**src/hw/dslp_pkg.sv**
```systemverilog
// constants shared by both ends of the dac serial load port
// assumes the host and device meet through dslp_if
// Function
// - three host wires: clock, data, frame select
// - one 16-bit word per low frame
// - device samples data on falling clock
// - one bit shifted per falling edge
// - frame rise loads word into dac register
// - host sends most significant bit first
// - host changes data on rising edges
// - host lowers frame select before clocking
// - frame stays low across byte halves
// - frame rises only after all bits
// - readback shifts out on rising edges
package dslp_pkg;
    localparam int unsigned WORD_BITS   = 16;
    localparam int unsigned BYTE_BITS   = 8;
    localparam logic [15:0] RST_WORD    = 16'h0000;
    localparam int unsigned CLK_DIV     = 4;
    localparam int unsigned SETUP_HALFS = 2;
    localparam int unsigned GAP_HALFS   = 2;
    localparam int unsigned SYNC_STAGES = 3;
endpackage : dslp_pkg

```
**src/hw/dslp_if.sv**
```systemverilog
// three-wire load link plus readback line
// assumes the bench observes the host link and drives the second link itself
`timescale 1ns/1ps
interface dslp_if;
    logic link_clk;
    logic serial_data;
    logic frame_sel_n;
    logic serial_readback_out;

    modport host (
        output link_clk,
        output serial_data,
        output frame_sel_n,
        input  serial_readback_out
    );
    modport dev (
        input  link_clk,
        input  serial_data,
        input  frame_sel_n,
        output serial_readback_out
    );
endinterface : dslp_if

```
**src/hw/dslp_host.sv**
```systemverilog
// host end: serialises 16-bit words, msb first, clock made by divider
// assumes send_valid/send_word from logic on clock
`timescale 1ns/1ps
module dslp_host #(
    parameter int unsigned DIV = dslp_pkg::CLK_DIV
) (
    // system
    input  wire logic                       clock,
    input  wire logic                       srst,
    // link
    dslp_if.host                            link,
    // request
    input  wire logic                       send_valid,
    input  wire logic [dslp_pkg::WORD_BITS-1:0] send_word,
    output logic                            send_ready,
    // readback
    output logic [dslp_pkg::WORD_BITS-1:0]  rb_word,
    output logic                            rb_valid
);
    import dslp_pkg::*;

    typedef enum logic [1:0] {DSLP_IDLE, DSLP_SETUP, DSLP_SHIFT, DSLP_GAP} dslp_state_t;

    dslp_state_t          st_q;
    logic [7:0]           div_q;
    logic [4:0]           half_q;
    logic [WORD_BITS-1:0] word_q;
    logic [WORD_BITS-1:0] rbs_q;
    logic [WORD_BITS-1:0] rb_word_q;
    logic                 rb_valid_q;
    logic                 sclk_q;
    logic                 sel_n_q;
    logic                 tick;

    assign tick       = (div_q == 8'(DIV - 1));
    assign send_ready = (st_q == DSLP_IDLE);

    always_ff @(posedge clock) begin
        if (srst || st_q == DSLP_IDLE || tick) begin
            div_q <= 8'h00;
        end else begin
            div_q <= div_q + 8'h01;
        end
    end

    always_ff @(posedge clock) begin
        if (srst) begin
            st_q    <= DSLP_IDLE;
            sel_n_q <= 1'b1;
            sclk_q  <= 1'b1;
            half_q  <= 5'h00;
        end else begin
            unique case (st_q)
                DSLP_IDLE: begin
                    if (send_valid) begin
                        st_q    <= DSLP_SETUP;
                        sel_n_q <= 1'b0;
                        half_q  <= 5'h00;
                    end
                end
                DSLP_SETUP: begin
                    if (tick) begin
                        st_q   <= DSLP_SHIFT;
                        half_q <= 5'h00;
                    end
                end
                DSLP_SHIFT: begin
                    if (tick) begin
                        sclk_q <= ~sclk_q;
                        half_q <= half_q + 5'h01;
                        // one frame for all 16 bits
                        if (half_q == 5'(2 * WORD_BITS - 1)) begin
                            st_q <= DSLP_GAP;
                        end
                    end
                end
                DSLP_GAP: begin
                    if (tick) begin
                        sel_n_q <= 1'b1;
                        st_q    <= DSLP_IDLE;
                    end
                end
            endcase
        end
    end

    always_ff @(posedge clock) begin
        if (srst) begin
            word_q <= RST_WORD;
        end else if (st_q == DSLP_IDLE && send_valid) begin
            word_q <= send_word;
        end else if (st_q == DSLP_SHIFT && tick && !sclk_q && half_q != 5'h00) begin
            word_q <= {word_q[WORD_BITS-2:0], 1'b0};
        end
    end

    // readback sampled on falling edge of link clock
    always_ff @(posedge clock) begin
        if (srst) begin
            rbs_q      <= RST_WORD;
            rb_word_q  <= RST_WORD;
            rb_valid_q <= 1'b0;
        end else begin
            rb_valid_q <= 1'b0;
            if (st_q == DSLP_SHIFT && tick && sclk_q) begin
                rbs_q <= {rbs_q[WORD_BITS-2:0], link.serial_readback_out};
            end
            if (st_q == DSLP_GAP && tick) begin
                rb_word_q  <= rbs_q;
                rb_valid_q <= 1'b1;
            end
        end
    end

    assign link.link_clk    = sclk_q;
    assign link.frame_sel_n = sel_n_q;
    assign link.serial_data = word_q[WORD_BITS-1];
    assign rb_word          = rb_word_q;
    assign rb_valid         = rb_valid_q;
endmodule : dslp_host

```
**src/flat_wrapper.sv**
```systemverilog
// flat-port wrapper written by rule: the top's interface ports become plain ports
module dslp_host_flat import dslp_pkg::*;
#(
    parameter int unsigned DIV = dslp_pkg::CLK_DIV
)
  (clock, srst, send_valid, send_word, send_ready, rb_word, rb_valid, link_link_clk, link_serial_data, link_frame_sel_n, link_serial_readback_out);
  dslp_if link_i ();
  input  wire logic clock;
  input  wire logic srst;
  input  wire logic send_valid;
  input  wire logic [dslp_pkg::WORD_BITS-1:0] send_word;
  output logic send_ready;
  output logic [dslp_pkg::WORD_BITS-1:0] rb_word;
  output logic rb_valid;
  output wire logic [$bits(link_i.link_clk)-1:0] link_link_clk;
  output wire logic [$bits(link_i.serial_data)-1:0] link_serial_data;
  output wire logic [$bits(link_i.frame_sel_n)-1:0] link_frame_sel_n;
  input wire logic [$bits(link_i.serial_readback_out)-1:0] link_serial_readback_out;
  assign link_link_clk = link_i.link_clk;
  assign link_serial_data = link_i.serial_data;
  assign link_frame_sel_n = link_i.frame_sel_n;
  assign link_i.serial_readback_out = link_serial_readback_out;
  dslp_host #(.DIV(DIV)) u_core (.clock(clock), .srst(srst), .link(link_i), .send_valid(send_valid), .send_word(send_word), .send_ready(send_ready), .rb_word(rb_word), .rb_valid(rb_valid));
endmodule
```
**config.mk**
```make
export PLATFORM = sky130hd
export DESIGN_NAME = dslp_host_flat
export DESIGN_NICKNAME = d
export VERILOG_FILES = /design/src/hw/dslp_pkg.sv /design/src/hw/dslp_if.sv /design/src/hw/dslp_host.sv /design/src/flat_wrapper.sv
export SDC_FILE = /design/constraint.sdc
export NUM_CORES = 1
export LEC_CHECK = 0
export BUFFER_PORTS_ARGS = -buffer_cell sky130_fd_sc_hd__clkbuf_2
export CORE_ASPECT_RATIO = 1.5
export CORE_MARGIN = 2
export CORE_UTILIZATION = 50
export CTS_CLUSTER_DIAMETER = 30
export DETAILED_ROUTE_END_ITERATION = 7
export HOLD_SLACK_MARGIN = 0.1
export PLACE_DENSITY = 0.76
export SYNTH_ARGS = -nofsm -noshare
export SYNTH_HDL_FRONTEND = slang
export SYNTH_SLANG_ARGS = --single-unit
```
**constraint.sdc**
```tcl
create_clock -name clock -period 2.5 [get_ports clock]
set_input_delay 0.375 -clock clock [delete_from_list [all_inputs] [get_ports clock]]
set_output_delay 0.375 -clock clock [all_outputs]
set_load 0.005 [all_outputs]
```
Yosys cells after proc, flatten, opt, wreduce, memory -nomap -nowiden
Index checks and enable logic that the tools add are counted.
{"block": "totals", "register_bits": 66, "latchBits": 0, "ram_bits": 0, "mem_bits_ro": 0, "inputBits": 20, "out_inout_bits": 21, "wordCells": 56, "memories": 0}
{"block": "classes", "addsub": 2, "n_mul": 0, "n_div": 0, "order_cmp": 0, "eq_ne": 10, "shifts": 0, "n_mux": 16, "n_bitwise": 1, "n_reduce_logical": 18}
{"op": "$mux 16", "n": 2}
{"op": "$mux 5", "n": 3}
{"op": "$pmux 5 s3", "n": 1}
{"op": "$mux 2", "n": 5}
{"op": "$add 8x1->8 const B", "n": 1}
{"op": "$eq 8x2->1 const B", "n": 1}
{"op": "$ne 2x1->1 const B", "n": 4}
{"op": "$pmux 2 s4", "n": 1}
{"op": "$logic_and 1x1->1", "n": 6}
{"op": "$add 5x1->5 const B", "n": 1}
{"op": "$eq 5x5->1 const B", "n": 1}
{"op": "$reduce_and 5->1", "n": 1}
{"op": "$reduce_bool 5->1", "n": 1}
{"op": "$eq 2x2->1 const B", "n": 2}
{"op": "$reduce_and 4->1", "n": 1}
{"op": "$reduce_bool 2->1", "n": 2}
{"op": "$mux 1", "n": 3}
{"op": "$reduce_and 3->1", "n": 1}
{"op": "$reduce_bool 3->1", "n": 1}
{"op": "$eq 2x1->1 const B", "n": 1}
{"op": "$logic_not 2->1", "n": 1}
{"op": "$logic_or 1x1->1", "n": 2}
{"op": "$ne 2x2->1 const B", "n": 1}
{"op": "$pmux 1 s2", "n": 1}
{"op": "3 further kinds", "n": 3}

Depth between registers and ports, before layout
{"block": "logic_depth", "ltp_word": 6, "depth_mapped": 7, "mapped_depth_nobuf": 7}

Worst setup path after synthesis
OpenSTA, ideal clock, no wires.
{"block": "synth_path", "path_kind": "register to register", "start": "reg u_core.div_q[0]", "end": "reg u_core.word_q[10]", "setup_ps": 138, "arrival_time_ps": 2111, "required_ps": 2362, "setup_slack_ps": 251, "path_stages_with_launch": 7, "n_path_buf": 1, "synth_period_minus_slack_ps": 2249, "cell_sequence": "dfxtp_1 > ha_1 > or4bb_1 > nor4_4 > buf_6 > mux2i_1 > a211oi_1"}
{"block": "synth_between", "elab_chain_len": 5}
{"item": "from (decl)", "line": "dslp_host.sv:25", "text": "logic [7:0] div_q;"}
{"item": "from (signal assigned)", "line": "dslp_host.sv:42", "text": "div_q <= div_q + 8'h01;"}
{"item": "$eq 8x2->1", "line": "dslp_host.sv:35", "text": "assign tick = (div_q == 8'(DIV - 1));"}
{"item": "$logic_and 1x1->1 (3 in a row)", "line": "dslp_host.sv:92", "text": "end else if (st_q == DSLP_SHIFT && tick && !sclk_q && half_q != 5'h00) begin"}
{"item": "$reduce_bool 2->1 (no source line)"}
{"item": "to (signal assigned)", "line": "dslp_host.sv:91", "text": "word_q <= send_word;"}
{"item": "to (signal assigned)", "line": "dslp_host.sv:93", "text": "word_q <= {word_q[WORD_BITS-2:0], 1'b0};"}
{"item": "to (decl)", "line": "dslp_host.sv:27", "text": "logic [WORD_BITS-1:0] word_q;"}
No other way between the ends.
A chain may end at the register's enable or synchronous reset.

Worst setup path after layout
{"block": "layout_path", "start": "reg u_core.div_q[0]", "end": "reg u_core.word_q[11]"}
The elaborated chain is that of the path after synthesis.

==> summary.md <==
| Metric | Value |
|---|---|
| Post-Route Skew | `6.54 ps` |
| Count of buffers from port buffering | `40` |
| Max-slew violations | `0` |
| Hold Startpoint | `link_serial_readback_out` |
| Residual DRC | `0` |
| Die X | `~65 um` |
| CTS sink cnt | `66` |
| Req. time, crit path | `2760 ps` |
| CP max-delay cell | `or4bb_1` |
| Final Util | `roughly three fifths` |
| Setup TNS | `0 ps` |
| Post-CTS Setup Inserts | `0` |
| Tcrit/Tclk final | `88.2%` |
| Largest family of logic cells by synthesized area | `simple AND/OR/NAND/NOR gates` |
| RSZ-0062 raised after global routing | `false` |
| CTS clock-pin slew for the worst setup and hold paths | `roughly 70 ps` |
| Seq/Total Area, Yosys | `between 40% and 50%` |
| Full die area | `6140 um^2` |
| CTS tree | `built` |
| Yosys warning total | `0` |
| Crit Path Class | `register to register` |
| Fin crit period | `approximately 2200 ps` |
| FF+latch count, synth | `66` |
| Drt via density | `5.26` |
| Share of cells above drive strength 1 | `17.8%` |
| Detail Route Antenna Nets | `0` |
| # H-tree levels | `3` |
| Simple-gate share of the synthesized area | `~22%` |
| Pre-CTS setup slack | `298 ps` |
| Switch share | `30.2%` |
| Xor/xnor cell area share of the yosys netlist | `2.22%` |
| Final setup violation count | `0` |
| Total GRT Usage | `19.7%` |
| Resized cells post-CTS | `0` |
| Final Cell Area | `3210 um^2` |
| Initial DRT Pass Iterations | `4` |
| Sequential Power Share | `~46%` |
| Pwr per Cell Area | `819 nW/um^2` |
| Critical-path cell list | `ha_1, or4bb_1, nor4_4, buf_4, mux2i_1, a211oi_1` |
| Synth Area per Inst | `8.54 um^2` |
| GPL Wtd Cong | `0.817` |
| Reg2reg path depth | `6` |
| Top_reg_cell synth | `dfxtp_1` |
| Hold depth | `3` |
| Post-synthesis adder-cell area fraction | `roughly 3.6%` |
| Mapped Nets | `approximately 350` |
| Core ar. | `between 5000 and 6000 um^2` |
| Relative max-transition margin | `52.5%` |
| Final WL | `roughly 5400 um` |
| CTS buffer count | `9` |
| Number of antenna violations at the first check in global routing | `0` |
| Multi-input logic area | `1320 um^2` |
| Peak supply drop | `~0.66 mV` |
| FF-to-FF setup slack | `about 300 ps` |
| Lkg Pwr | `1.19 nW` |
| Die Height | `around 95 um` |
| Initial core utilization | `51.0%` |
| N_diodes | `0` |
| Post-synth EDFFs | `0` |
| Synth async-reset ratio | `0%` |
| Nets | `388` |
| Crit path capture type | `register` |
| Vias in the first global route | `2227` |
| P_int | `roughly 1.8 mW` |
| Hpwl dp | `3620 um` |
| Crit-path max FO | `16` |
| Synth top area cells | `dfxtp_1, a21oi_1, nand2_1` |
| DRT iter0 DRCs | `176` |
| Post-synthesis compound-gate area fraction | `between 10% and 20%` |
| Synth Instances | `323` |
| Worst Setup Start Kind | `register` |
| Row count | `33` |
| Area grow syn2layout | `16.4%` |
| Clk network pwr share | `33.4%` |
| Register area | `1320 um^2` |
| Distinct cells, synth | `37` |
| Post-synthesis mux area share | `5.44%` |
| Clock Latency Late Sink | `340 ps` |
| Outcome | `complete, no violations` |
| WL/cell | `12.4 um` |
| Synthesized cell area | `2760 um^2` |
| DP Area | `3020 um^2` |
| Worst path max stage delay | `570 ps` |
| Arrival time worst endpoint | `2460 ps` |
| Max cap viols | `0` |
| # IOs | `41` |
| Combinational share of power | `20.2%` |
| Hold Path End | `u_core.rbs_q[0]` |
| Final Hold Fails | `0` |
| Pin count of the biggest net entering global routing | `45` |
| HP Class | `primary input to register` |
| Synth top area share | `47.9%` |
| Final worst slack | `295 ps` |
| Fmax | `454 MHz` |
| Clock buffer depth | `2` |
| GRT overflow | `0` |
| Fillcell total | `502` |
| Root Driver | `clkbuf_8` |
| Worst Max-Slew Pin Slew | `712 ps` |
| Reg2reg start | `u_core.div_q[0]` |
| CTS hold repair buffers | `0` |
| Sw Pwr | `0.794 mW` |
| Vias | `2290` |
| RR Endpoint | `u_core.word_q[11]` |
| Post-synth top area cell | `dfxtp_1` |
| Total Power | `between 2 and 3 mW` |
| First-pass GRT wire length | `~9400 um` |
==> cells in the mapped netlist, types with 2 or more instances <==
library cell	number
dfxtp_1	66
nand2_1	49
a21oi_1	38
nor2_1	31
nand3_1	26
clkbuf_1	19
a211oi_1	15
mux2i_1	15
ha_1	8
o21ai_0	8
inv_1	7
xor2_1	5
nand4_1	4
and3_1	3
a31oi_1	2
nand3b_1	2
nor3_1	2
nor3b_1	2
nor4_1	2
xnor2_1	2
==> layout make-up <==
cell class              count  share of cell area, %
clock buffers              11                   4.40
clock inverters             5                   1.68
inverters                   7                  0.818
multi-input cells         228                   41.1
flip-flops and latches     66                   41.2
well taps                  70                   2.73
repair buffers             48                   8.11
==> critical path, delay by kind of cell, from the launching register on <==
family	cells	cell delay, ps
simple gates	2	800
flops	1	380
buf+inv	1	300
fa+ha+maj	1	270
compound gates	1	240
mux	1	120
==> sequential cells by signal, summed over array words and instances (netlist names) <==
name and count:
u_core.div_q 8, u_core.half_q 5, u_core.link.frame_sel_n 1, u_core.link.link_clk 1, u_core.rb_valid 1, u_core.rb_word 16, u_core.rbs_q 16, u_core.st_q 2
u_core.word_q 16
==> stage by stage <==
stage               hold WS, ps  instances
finish                      259        435
global route                292        435
CTS                         243        435
detailed placement          447        419
global placement            440        419
floorplan                   432        323
==> cells in the final DEF, fill, tap and decap left out, types with 2 or more instances in the layout <==
master,instances
nand2_1,49
xnor2_1,2
nor3_1,2
clkinv_2,3
a31oi_1,2
clkbuf_8,10
a21oi_1,38
a211oi_1,15
mux2i_1,15
nand3_1,26
nor4_1,2
nor2_1,31
dfxtp_1,66
nand4_1,4
xor2_1,5
nor3b_1,2
buf_4,8
inv_1,7
o21ai_0,8
and3_1,3
clkbuf_2,40
ha_1,8
nand3b_1,2
==> how the worst max path moves through the flow <==
stage | start | to | slack (ps)
after floorplan | u_core.div_q[0] | u_core.word_q[10] | 250
after global placement | u_core.div_q[0] | u_core.word_q[7] | 380
after detailed placement | u_core.div_q[0] | u_core.word_q[13] | 300
after CTS | u_core.div_q[0] | u_core.word_q[11] | 260
after global routing | u_core.div_q[0] | u_core.word_q[11] | 80
final | u_core.div_q[0] | u_core.word_q[11] | 300
==> power by group through the flow <==
stage / sequential [mW] / clock [mW] / combinational [mW]
after floorplan: 1.22 / 0 / 0.393
after global placement: 1.24 / 0 / 0.516
after detailed placement: 1.24 / 0 / 0.530
after CTS: 1.22 / 0.901 / 0.536
after global routing: 1.23 / 0.937 / 0.611
final: 1.22 / 0.878 / 0.532
==> metal layers <==
metal  global-route usage (%)  share of wire, %
met1                     21.5                42
met2                     34.8                52
met3                     3.22               3.2
met4                     12.8               2.5
met5                        0                 0
==> kinds of logic after synthesis <==
group,Yosys count
adders and majority gates,8
buffers and inverters,29
DFF,66
and+or+nand+nor,131
AOI/OAI and AO/OA,67
muxes,15
xor gates and xnor gates,7
No activity file was read; power rests on OpenSTA's default activity.
